### config.mk
export PLATFORM = sky130hd
export DESIGN_NAME = sbic_top
export DESIGN_NICKNAME = d
export VERILOG_FILES = /design/src/verilog/sbic_dchk.v /design/src/verilog/sbic_top.v
export VERILOG_INCLUDE_DIRS = /design/src /design/src/verilog
export SDC_FILE = /design/constraint.sdc
export NUM_CORES = 1
export LEC_CHECK = 0
export ABC_AREA = 1
export BUFFER_PORTS_ARGS = -buffer_cell sky130_fd_sc_hd__buf_2
export CORE_MARGIN = 2
export CORE_UTILIZATION = 52
export DETAILED_ROUTE_END_ITERATION = 10
export PLACE_DENSITY_LB_ADDON = 0.1
export SLEW_MARGIN = 10
export SYNTH_ARGS = -nofsm -noshare
export SYNTH_HDL_FRONTEND = slang
export SYNTH_HIERARCHICAL = 1
export SYNTH_SLANG_ARGS = --single-unit
### constraint.sdc
create_clock -name clk_sys -period 2.3 [get_ports clk_sys]
set_input_delay 0.69 -clock clk_sys [delete_from_list [all_inputs] [get_ports clk_sys]]
set_output_delay 0.69 -clock clk_sys [all_outputs]
set_load 0.02 [all_outputs]
### src/verilog/sbic_map.vh
// Constants for the sensor bus ID check and cycle block
// Behaviour
// RULE1: each address detection run checks every slave for duplicated IDs.
// RULE2: duplicate found sets slave alarm and fault code 0190H.
// RULE3: duplicated ID goes to fault ID word, brief bits and host alarm.
// RULE4: repeated duplicate or unset IDs report one alarm ID, count one.
// RULE5: after power cycle, status stays hidden until detection reruns.
// RULE6: bus bit transmission keeps running while status is flagged.
// RULE7: IDs 02FFH and 00FFH are unset; store that ID in all reports.
// RULE8: unset ID sets slave alarm and fault code 0191H.
// RULE9: simultaneous errors show only the latest in code and ID fields.
// RULE10: code, ID words and host alarms only in extended host mode.
// RULE11: status clears on bus reset or clear flag on then off.
// RULE12: test mode runs bus alone, no host link; not entered when linked.
// RULE13: three setup presses without host link: setup, alarm, then link flash.
// RULE14: test entry shown by link lamp flashing, setup and alarm lamps off.
// RULE15: test mode is left only by reset.
// RULE16: cycle 3.5 ms at 128 points, 5.9 ms at 256 points.
// RULE17: cycle 8.3 ms at 384 points, 10.6 ms at 512 points.
// RULE18: input area updates only after two identical consecutive receptions.
// RULE19: slave inputs should be held longer than two cycle times.
// RULE20: slaves double check output data likewise.
// RULE21: add 0.6 ms processing each way between bus and host.
// RULE22: clearing drops alarm flag and zeroes code, ID and brief fields.
// RULE23: clear request acts on its on-to-off edge after seen on.
`ifndef SBIC_MAP_VH
`define SBIC_MAP_VH
`define SBIC_CODE_DUP      16'h0190
`define SBIC_CODE_UNSET    16'h0191
`define SBIC_ID_UNSET_IN   12'h2FF
`define SBIC_ID_UNSET_OUT  12'h0FF
`define SBIC_CLK_KHZ       25000
// Cycle times in microseconds
`define SBIC_CYC_128_US    3500
`define SBIC_CYC_256_US    5900
`define SBIC_CYC_384_US    8300
`define SBIC_CYC_512_US    10600
`define SBIC_PROC_US       600
`define SBIC_FLASH_US      250000
// Point setting encodings
`define SBIC_PTS_128       2'h0
`define SBIC_PTS_256       2'h1
`define SBIC_PTS_384       2'h2
`define SBIC_PTS_512       2'h3
`define SBIC_PRESS_DONE    2'h3
`endif

### src/verilog/sbic_dchk.v
// Double check filter: accepts a word seen on two consecutive cycles
`timescale 1ns/1ps
module sbic_dchk #(
  parameter W = 16
) (
  // Clock and reset
  input  wire         clk_sys,
  input  wire         rst,
  // Received word and its cycle strobe
  input  wire [W-1:0] rx_data,
  input  wire         rx_stb,
  // Accepted word
  output reg  [W-1:0] acc_data_r,
  output reg          acc_upd_r
);
  reg [W-1:0] prev_r;
  reg         prev_ok_r;

  // Compare with the previous cycle's word
  always @(posedge clk_sys) begin
    if (rst) begin
      prev_r     <= {W{1'b0}};
      prev_ok_r  <= 1'b0;
      acc_data_r <= {W{1'b0}};
      acc_upd_r  <= 1'b0;
    end else begin
      acc_upd_r <= 1'b0;
      if (rx_stb) begin
        prev_r    <= rx_data;
        prev_ok_r <= 1'b1;
        if (prev_ok_r && prev_r == rx_data) begin // see RULE18
          acc_data_r <= rx_data;
          acc_upd_r  <= 1'b1;
        end
      end
    end
  end
endmodule // sbic_dchk

### src/verilog/sbic_top.v
// Sensor bus ID check, error report, test mode and cycle timing
`timescale 1ns/1ps
`include "sbic_map.vh"
module sbic_top #(
  parameter IN_W       = 16,
  parameter CYC128_CNT = (`SBIC_CYC_128_US * (`SBIC_CLK_KHZ / 1000)),
  parameter CYC256_CNT = (`SBIC_CYC_256_US * (`SBIC_CLK_KHZ / 1000)),
  parameter CYC384_CNT = (`SBIC_CYC_384_US * (`SBIC_CLK_KHZ / 1000)),
  parameter CYC512_CNT = (`SBIC_CYC_512_US * (`SBIC_CLK_KHZ / 1000)),
  parameter PROC_CNT   = (`SBIC_PROC_US * (`SBIC_CLK_KHZ / 1000)),
  parameter FLASH_CNT  = (`SBIC_FLASH_US * (`SBIC_CLK_KHZ / 1000))
) (
  // Clock and reset
  input  wire              clk_sys,
  input  wire              rst,
  // Configuration
  input  wire [1:0]        io_points_sel,
  input  wire              ext_mode,
  // Host link pins
  input  wire              host_link_pin,
  input  wire              fault_clear_request_main,
  input  wire              fault_clear_request_alt,
  // Setup button pin
  input  wire              setup_btn_pin,
  // Address detection results, one per detected slave
  input  wire              det_start,
  input  wire              det_id_stb,
  input  wire [11:0]       det_id,
  input  wire              det_dup,
  input  wire              det_done,
  // Bus receive word, strobed once per cycle by the bus engine
  input  wire [IN_W-1:0]   bus_rx_data,
  input  wire              bus_rx_stb,
  // Host output word
  input  wire [IN_W-1:0]   host_out_data,
  // Reports
  output reg               slave_alarm_r,
  output reg  [15:0]       latest_fault_code_word,
  output reg  [15:0]       latest_fault_id_word,
  output reg  [9:0]        fault_id_brief_bits,
  output reg               host_alarm_r,
  output reg  [11:0]       host_alarm_id_r,
  output reg  [7:0]        host_alarm_cnt_r,
  // Bus cycle and data
  output reg               bus_cycle_stb_r,
  output reg               bus_tx_run_r,
  output reg  [IN_W-1:0]   bus_tx_data_r,
  output reg  [IN_W-1:0]   host_in_data_r,
  output reg               host_in_upd_r,
  // Mode and lamps
  output reg               test_mode_r,
  output reg               host_comm_en_r,
  output reg               setup_lamp,
  output reg               alarm_lamp,
  output reg               bus_link_lamp
);
  //--------------------------------------------------------------
  // Pin synchronisers
  //--------------------------------------------------------------
  reg [1:0] link_s_r;
  reg [1:0] clrm_s_r;
  reg [1:0] clra_s_r;
  reg [1:0] btn_s_r;
  reg       btn_d_r;

  // Two flops per pin, then a button edge register
  always @(posedge clk_sys) begin
    if (rst) begin
      link_s_r <= 2'h0;
      clrm_s_r <= 2'h0;
      clra_s_r <= 2'h0;
      btn_s_r  <= 2'h0;
      btn_d_r  <= 1'b0;
    end else begin
      link_s_r <= {link_s_r[0], host_link_pin};
      clrm_s_r <= {clrm_s_r[0], fault_clear_request_main};
      clra_s_r <= {clra_s_r[0], fault_clear_request_alt};
      btn_s_r  <= {btn_s_r[0], setup_btn_pin};
      btn_d_r  <= btn_s_r[1];
    end
  end

  wire link_up   = link_s_r[1];
  wire clr_req   = clrm_s_r[1] | clra_s_r[1];
  wire btn_press = btn_s_r[1] & ~btn_d_r;

  //--------------------------------------------------------------
  // Clear request edge detect
  //--------------------------------------------------------------
  reg  clr_seen_r;
  wire clr_fire = clr_seen_r & ~clr_req; // see RULE23

  // Arm on on, fire once on off
  always @(posedge clk_sys) begin
    if (rst) begin
      clr_seen_r <= 1'b0;
    end else begin
      clr_seen_r <= clr_req; // see RULE11
    end
  end

  //--------------------------------------------------------------
  // Address check and error report
  //--------------------------------------------------------------
  wire id_unset = (det_id == `SBIC_ID_UNSET_IN) ||
                  (det_id == `SBIC_ID_UNSET_OUT); // see RULE7
  wire id_err   = det_id_stb & (det_dup | id_unset); // see RULE1
  reg  [11:0] last_id_r;
  reg         have_id_r;

  // Latch the newest error; reset and clear zero all fields
  always @(posedge clk_sys) begin
    if (rst) begin
      slave_alarm_r          <= 1'b0;
      latest_fault_code_word <= 16'h0000;
      latest_fault_id_word   <= 16'h0000;
      fault_id_brief_bits    <= 10'h000;
      host_alarm_r           <= 1'b0;
      host_alarm_id_r        <= 12'h000;
      host_alarm_cnt_r       <= 8'h00;
      last_id_r              <= 12'h000;
      have_id_r              <= 1'b0;
    end else if (id_err) begin
      // Error wins over a clear in the same cycle
      slave_alarm_r       <= 1'b1; // see RULE2
      fault_id_brief_bits <= det_id[9:0]; // see RULE3
      if (ext_mode) begin // see RULE10
        latest_fault_code_word <= id_unset ? `SBIC_CODE_UNSET
                                           : `SBIC_CODE_DUP; // see RULE8
        latest_fault_id_word   <= {4'h0, det_id}; // see RULE9
        host_alarm_r           <= 1'b1;
        host_alarm_id_r        <= det_id;
        last_id_r              <= det_id;
        have_id_r              <= 1'b1;
        // One alarm ID per repeated address
        if (!(have_id_r && last_id_r == det_id)) begin // see RULE4
          host_alarm_cnt_r <= 8'h01;
        end
      end
    end else if (clr_fire || det_start) begin
      // see RULE22
      // see RULE5
      slave_alarm_r          <= 1'b0;
      latest_fault_code_word <= 16'h0000;
      latest_fault_id_word   <= 16'h0000;
      fault_id_brief_bits    <= 10'h000;
      host_alarm_r           <= 1'b0;
      host_alarm_id_r        <= 12'h000;
      host_alarm_cnt_r       <= 8'h00;
      have_id_r              <= 1'b0;
    end
  end

  //--------------------------------------------------------------
  // Test mode entry by button sequence
  //--------------------------------------------------------------
  localparam ST_IDLE = 2'h0;
  localparam ST_P1   = 2'h1;
  localparam ST_P2   = 2'h2;
  localparam ST_TEST = 2'h3;
  reg [1:0]  st_r;
  reg [1:0]  st_nxt;
  reg        linked_ever_r;

  // Next state of the entry sequence
  always @* begin
    st_nxt = st_r;
    case (st_r)
      ST_IDLE: begin
        if (btn_press && !linked_ever_r) begin
          st_nxt = ST_P1; // see RULE13
        end
      end
      ST_P1: begin
        if (linked_ever_r) begin
          st_nxt = ST_IDLE;
        end else if (btn_press) begin
          st_nxt = ST_P2;
        end
      end
      ST_P2: begin
        if (linked_ever_r) begin
          st_nxt = ST_IDLE; // see RULE12
        end else if (btn_press) begin
          st_nxt = ST_TEST;
        end
      end
      ST_TEST: begin
        st_nxt = ST_TEST; // see RULE15
      end
      default: begin
        st_nxt = ST_IDLE;
      end
    endcase
  end

  // State register and host link history
  always @(posedge clk_sys) begin
    if (rst) begin
      st_r          <= ST_IDLE;
      linked_ever_r <= 1'b0;
    end else begin
      st_r          <= st_nxt;
      linked_ever_r <= linked_ever_r | (link_up && st_r != ST_TEST);
    end
  end

  //--------------------------------------------------------------
  // Lamps and flash timer
  //--------------------------------------------------------------
  reg [23:0] flash_cnt_r;
  reg        flash_r;

  // Free running flash toggle
  always @(posedge clk_sys) begin
    if (rst) begin
      flash_cnt_r <= 24'h000000;
      flash_r     <= 1'b0;
    end else if (flash_cnt_r == FLASH_CNT[23:0] - 24'h000001) begin
      flash_cnt_r <= 24'h000000;
      flash_r     <= ~flash_r;
    end else begin
      flash_cnt_r <= flash_cnt_r + 24'h000001;
    end
  end

  // Lamp drive per entry stage
  always @(posedge clk_sys) begin
    if (rst) begin
      setup_lamp     <= 1'b0;
      alarm_lamp     <= 1'b0;
      bus_link_lamp  <= 1'b0;
      test_mode_r    <= 1'b0;
      host_comm_en_r <= 1'b0;
    end else begin
      test_mode_r    <= (st_r == ST_TEST);
      host_comm_en_r <= (st_r != ST_TEST) && link_up; // see RULE12
      case (st_r)
        ST_TEST: begin
          setup_lamp    <= 1'b0; // see RULE14
          alarm_lamp    <= 1'b0;
          bus_link_lamp <= flash_r;
        end
        ST_P2: begin
          setup_lamp    <= 1'b1;
          alarm_lamp    <= 1'b1;
          bus_link_lamp <= 1'b1;
        end
        ST_P1: begin
          setup_lamp    <= 1'b1;
          alarm_lamp    <= slave_alarm_r;
          bus_link_lamp <= 1'b1;
        end
        default: begin
          setup_lamp    <= 1'b0;
          alarm_lamp    <= slave_alarm_r;
          bus_link_lamp <= 1'b1;
        end
      endcase
    end
  end

  //--------------------------------------------------------------
  // Bus cycle timer
  //--------------------------------------------------------------
  reg [18:0] cyc_cnt_r;
  reg [18:0] cyc_len;

  // Cycle length from the point setting
  always @* begin
    case (io_points_sel)
      `SBIC_PTS_128: cyc_len = CYC128_CNT[18:0]; // see RULE16
      `SBIC_PTS_256: cyc_len = CYC256_CNT[18:0];
      `SBIC_PTS_384: cyc_len = CYC384_CNT[18:0]; // see RULE17
      default:       cyc_len = CYC512_CNT[18:0];
    endcase
  end

  // Transmission never stops for address faults
  always @(posedge clk_sys) begin
    if (rst) begin
      cyc_cnt_r       <= 19'h00000;
      bus_cycle_stb_r <= 1'b0;
      bus_tx_run_r    <= 1'b0;
    end else begin
      bus_tx_run_r <= 1'b1; // see RULE6
      if (cyc_cnt_r >= cyc_len - 19'h00001) begin
        cyc_cnt_r       <= 19'h00000;
        bus_cycle_stb_r <= 1'b1;
      end else begin
        cyc_cnt_r       <= cyc_cnt_r + 19'h00001;
        bus_cycle_stb_r <= 1'b0;
      end
    end
  end

  //--------------------------------------------------------------
  // Input double check and processing delays
  //--------------------------------------------------------------
  wire [IN_W-1:0] acc_data;
  wire            acc_upd;

  sbic_dchk #(
    .W (IN_W)
  ) u_dchk (
    .clk_sys    (clk_sys),
    .rst        (rst),
    .rx_data    (bus_rx_data),
    .rx_stb     (bus_rx_stb),
    .acc_data_r (acc_data),
    .acc_upd_r  (acc_upd)
  );

  reg [15:0]     in_dly_r;
  reg            in_pend_r;
  reg [IN_W-1:0] in_hold_r;
  reg [15:0]     out_dly_r;
  reg [IN_W-1:0] out_prev_r;
  reg [IN_W-1:0] out_hold_r;

  // Input to host after processing time
  always @(posedge clk_sys) begin
    if (rst) begin
      in_dly_r       <= 16'h0000;
      in_pend_r      <= 1'b0;
      in_hold_r      <= {IN_W{1'b0}};
      host_in_data_r <= {IN_W{1'b0}};
      host_in_upd_r  <= 1'b0;
    end else begin
      host_in_upd_r <= 1'b0;
      if (acc_upd) begin
        in_hold_r <= acc_data;
        in_pend_r <= 1'b1;
        in_dly_r  <= PROC_CNT[15:0]; // see RULE21
      end else if (in_pend_r && in_dly_r == 16'h0001) begin
        in_pend_r      <= 1'b0;
        host_in_data_r <= in_hold_r;
        host_in_upd_r  <= 1'b1;
      end else if (in_pend_r) begin
        in_dly_r <= in_dly_r - 16'h0001;
      end
    end
  end

  // Host output to bus after processing time
  always @(posedge clk_sys) begin
    if (rst) begin
      out_dly_r     <= 16'h0000;
      out_prev_r    <= {IN_W{1'b0}};
      out_hold_r    <= {IN_W{1'b0}};
      bus_tx_data_r <= {IN_W{1'b0}};
    end else begin
      out_prev_r <= host_out_data;
      if (host_out_data != out_prev_r) begin
        out_hold_r <= host_out_data;
        out_dly_r  <= PROC_CNT[15:0]; // see RULE21
      end else if (out_dly_r == 16'h0001) begin
        out_dly_r     <= 16'h0000;
        bus_tx_data_r <= out_hold_r;
      end else if (out_dly_r != 16'h0000) begin
        out_dly_r <= out_dly_r - 16'h0001;
      end
    end
  end
endmodule // sbic_top

==> results of run 1 <==
-- kinds of logic (layout without fill, tap and decap cells) --
logic type | after synthesis | in the layout | share of synthesized area [%]
buffers and inverters | 349 | 470 | 12.73
XOR/XNOR | 56 | 56 | 4.076
flip-flops | 250 | 250 | 41.59
AO/OA/AOI/OAI | 186 | 186 | 8.319
other | 1 | 23 | 0.03116
AND/OR/NAND/NOR | 849 | 849 | 30.45
adder cells (fa/ha/maj) | 27 | 27 | 2.807
-- worst max path at each step --
stage	to	slack, ns	start	depth (start not counted)
2_1_floorplan	cyc_cnt_r[9]$_SDFF_PP0_	0.06	io_points_sel[0]	14
3_3_place_gp	cyc_cnt_r[2]$_SDFF_PP0_	-0.24	io_points_sel[0]	12
3_5_place_dp	cyc_cnt_r[18]$_SDFF_PP0_	-0.25	io_points_sel[0]	12
4_1_cts	flash_cnt_r[9]$_SDFF_PP0_	0.24	flash_cnt_r[0]$_SDFF_PP0_	9
5_1_grt	flash_cnt_r[21]$_SDFF_PP0_	0.06	flash_cnt_r[0]$_SDFF_PP0_	9
6_report	flash_cnt_r[9]$_SDFF_PP0_	0.26	flash_cnt_r[0]$_SDFF_PP0_	9
-- final cells by class --
type                            instances  area, sq um  share of cell area (%)
Clock inverter                          9        133.9                  0.9760
Inverter                              260        975.9                   7.115
Timing Repair Buffer                  163        920.9                   6.713
Sequential cell                       250         5005                   36.49
Multi-Input combinational cell       1141         5579                   40.67
Clock buffer                           38        745.7                   5.436
Tap cell                              285        356.6                   2.600
-- sequential cells by signal (all words and copies together) (netlist names), 10 cells and up --
register             count
out_hold_r              16
out_prev_r              16
out_dly_r               16
u_dchk/prev_r           16
last_id_r               12
fault_id_brief_bits     10
in_dly_r                16
in_hold_r               16
cyc_cnt_r               19
bus_tx_data_r           16
host_alarm_id_r         12
u_dchk/acc_data_r       16
flash_cnt_r             24
host_in_data_r          16
-- critical path, cell delays in order, from the launching register on --
cell and delay, ns:
dfxtp_1 0.39, ha_1 0.24, nand2_1 0.13, nor2_4 0.17, inv_2 0.06, or2_1 0.23
nor2_2 0.15, nand2_1 0.08, nand2_2 0.36, nor2_1 0.10
-- layout by cell type (no fill, tap or decap), types with 2 or more instances in the layout --
cell type / count
xnor2_1: 18
clkbuf_1: 7
nand2_1: 357
nand2_2: 4
nor2_2: 10
nand3_1: 67
conb_1: 23
ha_1: 27
clkbuf_8: 5
clkbuf_16: 26
xor2_1: 38
nor2_1: 298
nand4_1: 53
buf_2: 136
buf_12: 3
o22ai_1: 4
bufinv_16: 3
a211oi_1: 14
nor2_4: 7
nand3b_1: 7
dfxtp_1: 250
a211oi_2: 2
inv_2: 9
nor3_1: 25
o21a_1: 2
nand3_2: 3
nor3b_1: 3
or2_2: 7
a21oi_1: 91
o21ai_0: 68
nand3_4: 3
buf_4: 24
o211ai_1: 2
inv_1: 250
clkinv_2: 4
-- report_power, final --
part	internal [mW]	total, mW	switching (mW)
logic	0.296	0.851	0.554
clock network	2.58	4.30	1.72
registers	4.46	4.54	0.0850
total	7.34	9.70	2.36
-- per-layer routing --
| layer | share of wire (%) | wire (um) |
|---|---|---|
| met1 | 48 | 12930 |
| met2 | 45 | 12020 |
| met3 | 5.8 | 1560 |
| met4 | 1.3 | 349 |
| met5 | 0 | 0 |
==> results.toml, run 1 <==
[route]
ant_nets = 0
wl_um = 26860
drt-initial-drc-count = 601
drt-vias-per-instance = 4.919
route.vias.total = 10560
drtPass1Iterations = 5
post-route-drc-count = 0
wire_per_inst_um = 12.52

[final_layout]
fillers = 2208
fin_nets = 1927
final_util_pct = 60.40
final_layout_size_suffix_gt1_share_pct = 13.43
fin_cells = 2146
area_growth_pct = 14.00
final_area_sq_um = 13720
antenna_cells = 0

[power]
power.leakage_nw = 6.317
powerDensity_nw_per_um2 = 706.8
total_power_mw = 9.695
irDropWorstVdd_uv = 514.9

[grt]
grt.busiest_layer = "met2"
grtUsageMet1_pct = 30.28
grt_start_max_net_pins = 52
grt.total_usage_pct = 22.20
overflow = 0
grtUsageMet2_pct = 37.53
grt_pass1_vias = 9750
grt_use_met3_pct = 3.278
grt_pass1_wl_um = 45420
antenna_found_initial = 0

[worst_setup_path]
reg2reg_from = "flash_cnt_r[0]$_SDFF_PP0_"
worstPathMaxFanout = 24
worstRegToRegCells = 9
end_kind = "flop"
r2r_slack_ns = 0.26
critical_path_class = "flop to flop"
crit_required_ns = 2.70
r2r_end = "flash_cnt_r[9]$_SDFF_PP0_"
start_kind = "flop"
cp_data_arrival_time_ns = 2.44

[logic_synthesis]
synth.most_common_cell = "nand2_1"
ys_types = 41
yosysSeqAreaShare_pct = 41.59
synth_top_cells_by_area = "dfxtp_1 42%, nand2_1 11%, nor2_1 9.3%, inv_1 7.8%, a21oi_1 3.8%"
yosys_warnings = 6
synthTopCellsByCount = "357 x nand2_1, 298 x nor2_1, 250 x dfxtp_1, 250 x inv_1, 91 x a21oi_1"
postSynthCellCount = 1718
ys_ff_latch = 250
yosysTopAreaCell = "dfxtp_1"
synth_edf_count = 0
synth_top_area_share_pct = 41.59
syn_area_per_cell_sq_um = 7.004
synth_area_sq_um = 12030
ys.flop_type = "dfxtp_1"
async_flop_share_pct = 0

[sta]
max-slew-margin-rel_pct = 53.90
min_period_over_period_pct = 88.80
tns_ns = 0
min_period_ns = 2.042
fmax_mhz = 489.6
worst_pin_slew_ns = 0.6907
hold_violations = 0
holdWs_ns = 0.3744
post-route-worst-setup-slack_ns = 0.2576
final_max_slew_viol_count = 0
setup_violations = 0
finalClockSkew_ns = 0.01657
rsz0062_at_grt = "false"

[hold_path]
hold_start = "host_link_pin"
hold_end = "link_s_r[0]$_SDFF_PP0_"
min_path_type = "primary input to flop"
holdPathStages = 3

[clocking]
cts_setup_buffers = 0
clock_path_buffers = 3
cts_resized = 0
clk_pin_slew_worst_paths_ns = 0.06
clk_latency_ns = 0.53
tritoncts = "built"
h-tree-depth = 1
cts_hold_buf = 0
cts_sinks = 250
cts-root-buf = "clkbuf_16"
numCtsBuffers = 26

[place]
io_buffers = 137
place_inst = 2099
dp_hpwl_um = 19340
place_area_sq_um = 12840
place_congestion = 0.8937
place_ws_ns = -0.2506

[floorplanning]
core_area_sq_um = 22710
die_h_um = 156.1
start_util_pct = 52.99
pin_count = 162
die-area_sq_um = 24370
fp.dieW_um = 156.1
row_count = 55

[flow_run]
drv_cap = 0

[outcome]
outcome = "finished clean"
No activity file was read; power rests on OpenSTA's default activity.
==> inputs of run 2 (changes only) <==
--- a/config.mk
+++ b/config.mk
@@ -7,6 +7,7 @@
 export NUM_CORES = 1
 export LEC_CHECK = 0
 export ABC_AREA = 1
+export ABC_CLOCK_PERIOD_IN_PS = 2300
 export BUFFER_PORTS_ARGS = -buffer_cell sky130_fd_sc_hd__buf_2
 export CORE_MARGIN = 2
 export CORE_UTILIZATION = 52
@@ -15,5 +16,4 @@
 export SLEW_MARGIN = 10
 export SYNTH_ARGS = -nofsm -noshare
 export SYNTH_HDL_FRONTEND = slang
-export SYNTH_HIERARCHICAL = 1
 export SYNTH_SLANG_ARGS = --single-unit
==> constraint.sdc (replaced) <==
create_clock -name clk_sys -period 2.3 [get_ports clk_sys]
set_input_delay 0 -clock clk_sys [delete_from_list [all_inputs] [get_ports clk_sys]]
set_output_delay 0 -clock clk_sys [all_outputs]
set_load 0.02 [all_outputs]
==> results.toml, run 2 <==
[worst_setup_path]
cp_data_arrival_time_ns = 2.67
worstPathMaxFanout = 7
start_kind = "primary input"
critical_path_class = "primary input to flop"
crit_required_ns = 2.79
end_kind = "flop"

[final_layout]
final_layout_size_suffix_gt1_share_pct = 13.22
final_common_cell = "nand2_1"
final_util_pct = 63.60
fillers = 2085
fin_nets = 1956
reg_top3 = "flash_cnt_r: 24 flops, cyc_cnt_r: 19 flops"
antenna_cells = 0
area_growth_pct = 20.13
regArea_sq_um = 5005
regMostFlops = "flash_cnt_r"
largest_reg_flops = 24
multi_input_area_sq_um = 5499
final_area_sq_um = 14360
final_cell_mix = "344 x nand2_1, 275 x nor2_1, 257 x inv_1, 250 x dfxtp_1, 136 x buf_2"

[clocking]
numCtsBuffers = 27
h-tree-depth = 1
clk_pin_slew_worst_paths_ns = 0.06
cts_sinks = 250
clk_latency_ns = 0.54
tritoncts = "built"
clock_path_buffers = 3
cts-root-buf = "clkbuf_16"

[logic_synthesis]
async_flop_share_pct = 0
synth.most_common_cell = "nand2_1"
synth_area_sq_um = 11950
yosysTopAreaCell = "dfxtp_1"
ys.flop_type = "dfxtp_1"
synth_edf_count = 0
yosys_warnings = 0
synthTopCellsByCount = "344 x nand2_1, 275 x nor2_1, 257 x inv_1"
synth_top_area_share_pct = 41.88
yosysSeqAreaShare_pct = 41.88
postSynthCellCount = 1686
synth_top_cells_by_area = "dfxtp_1 42%, nand2_1 11%, nor2_1 8.6%, inv_1 8.1%, a21oi_1 3.9%"
ys_types = 43
ys_ff_latch = 250
syn_area_per_cell_sq_um = 7.088

[sta]
post-route-worst-setup-slack_ns = 0.1193
hold_violations = 0
finalClockSkew_ns = 0.01093
final_max_slew_viol_count = 0
setup_violations = 0
max-slew-margin-rel_pct = 51.69
min_period_over_period_pct = 94.82
fmax_mhz = 458.6
min_period_ns = 2.181
worst_pin_slew_ns = 0.7220

[place]
place_ws_ns = 0.2149
dp_hpwl_um = 18610
place_congestion = 0.8918
place_area_sq_um = 12650
io_buffers = 137

[power]
combPwrFrac_pct = 9.0
irDropWorstVdd_uv = 648.0
powerDensity_nw_per_um2 = 700.7
internal_power_mw = 7.622
power_frac_seq_pct = 45.1
netSwitchingPower_mw = 2.438
total_power_mw = 10.06
clkPwrFrac_pct = 45.9
power.leakage_nw = 6.610
power_switching_share_pct = 24.23

[flow_run]
drv_cap = 0

[route]
post-route-drc-count = 0
drt-initial-drc-count = 642
drtPass1Iterations = 9
wire_per_inst_um = 12.44
ant_nets = 0
wl_um = 27080
drt-vias-per-instance = 4.881
route.vias.total = 10620

[grt]
overflow = 0
grt_pass1_wl_um = 45280
antenna_found_initial = 0
grt_pass1_vias = 9819
grt.total_usage_pct = 22.12
grt_start_max_net_pins = 113

[floorplanning]
die-area_sq_um = 24210
core_area_sq_um = 22570
fp.dieW_um = 155.6
die_h_um = 155.6
pin_count = 162
start_util_pct = 52.94
row_count = 55

[hold_path]
min_path_type = "primary input to flop"

[outcome]
outcome = "finished clean"
-- run 2: changes by cell type after synthesis, sizes merged, moves of 3 or more --
cell    delta
o21ai     -15
nand2     -12
xor2       -3
nand3      +5
buf        +4
a211oi    +17
nor2      -26
-- run 2: power by group through the flow --
| stage | logic, mW | clock network, mW | registers [mW] |
|---|---|---|---|
| 3_5_place_dp | 0.794 | 0 | 4.63 |
| 4_1_cts | 0.898 | 4.71 | 4.54 |
| 5_1_grt | 1.02 | 4.90 | 4.55 |
| 3_3_place_gp | 0.784 | 0 | 4.63 |
| 6_report | 0.904 | 4.61 | 4.54 |
| 2_1_floorplan | 0.560 | 0 | 4.66 |
-- run 2: layout make-up --
class	count	area share [%]
flip-flops and latches	250	34.86
clock buffers	34	5.308
repair buffers	226	10.77
multi-input cells	1106	38.30
well taps	285	2.484
inverters	260	6.798
clock inverters	15	1.473
-- run 2: final timing paths --
path,start,to,slack (ns),cells after the start
max,det_id[8],fault_id_brief_bits[8]$_SDFFE_PP0P_,0.12,11
min,det_start,fault_id_brief_bits[9]$_SDFFE_PP0P_,0.05,5
max reg2reg,clrm_s_r[1]$_SDFF_PP0_,fault_id_brief_bits[8]$_SDFFE_PP0P_,0.24,6
min reg2reg,btn_s_r[0]$_SDFF_PP0_,btn_s_r[1]$_SDFF_PP0_,0.41,2
-- run 2: kinds of logic after synthesis --
family | share of synthesized area, %
AO/OA/AOI/OAI | 9.329
XOR/XNOR | 3.884
adder cells (fa/ha/maj) | 2.827
buffers and inverters | 12.84
flip-flops | 41.88
other | 0.03138
AND/OR/NAND/NOR | 29.21
-- run 2: metrics by stage --
stage | instances | setup TNS [ns] | hold slack (ns)
finish | 2176 | 0 | 0.04649
global route | 2176 | -0.03348 | 0.05636
CTS | 2174 | 0 | 0.006999
detailed placement | 2054 | 0 | 0.2116
global placement | 2054 | 0 | 0.1993
floorplan | 1708 | 0 | 0.1070
-- run 2: per-layer routing --
layer	routed length [um]	GRT usage [%]	part of all wire, %
met5	0	0	0
met4	733	6.291	2.7
met3	1138	3.028	4.2
met2	12670	38.50	47
met1	12540	28.77	46
-- run 2: critical path, cell delays in order --
cell and delay (ns):
dlygate4sd3_1 0.53, buf_2 0.14, inv_1 0.08, nand2_1 0.06
nor3_1 0.15, nand3_1 0.22, nand2_4 0.19, nand2_1 0.06
dlygate4sd3_1 0.56, a21oi_1 0.14, dlygate4sd3_1 0.56
-- run 2: repair_timing --
| action | in CTS | in global routing |
|---|---|---|
| gates resized for setup | 0 | 1 |
| setup buffers | 0 | 2 |
| setup endpoints to repair | 0 | 1 |
| hold endpoints to repair | 115 | 0 |
| hold buffers | 71 | 0 |
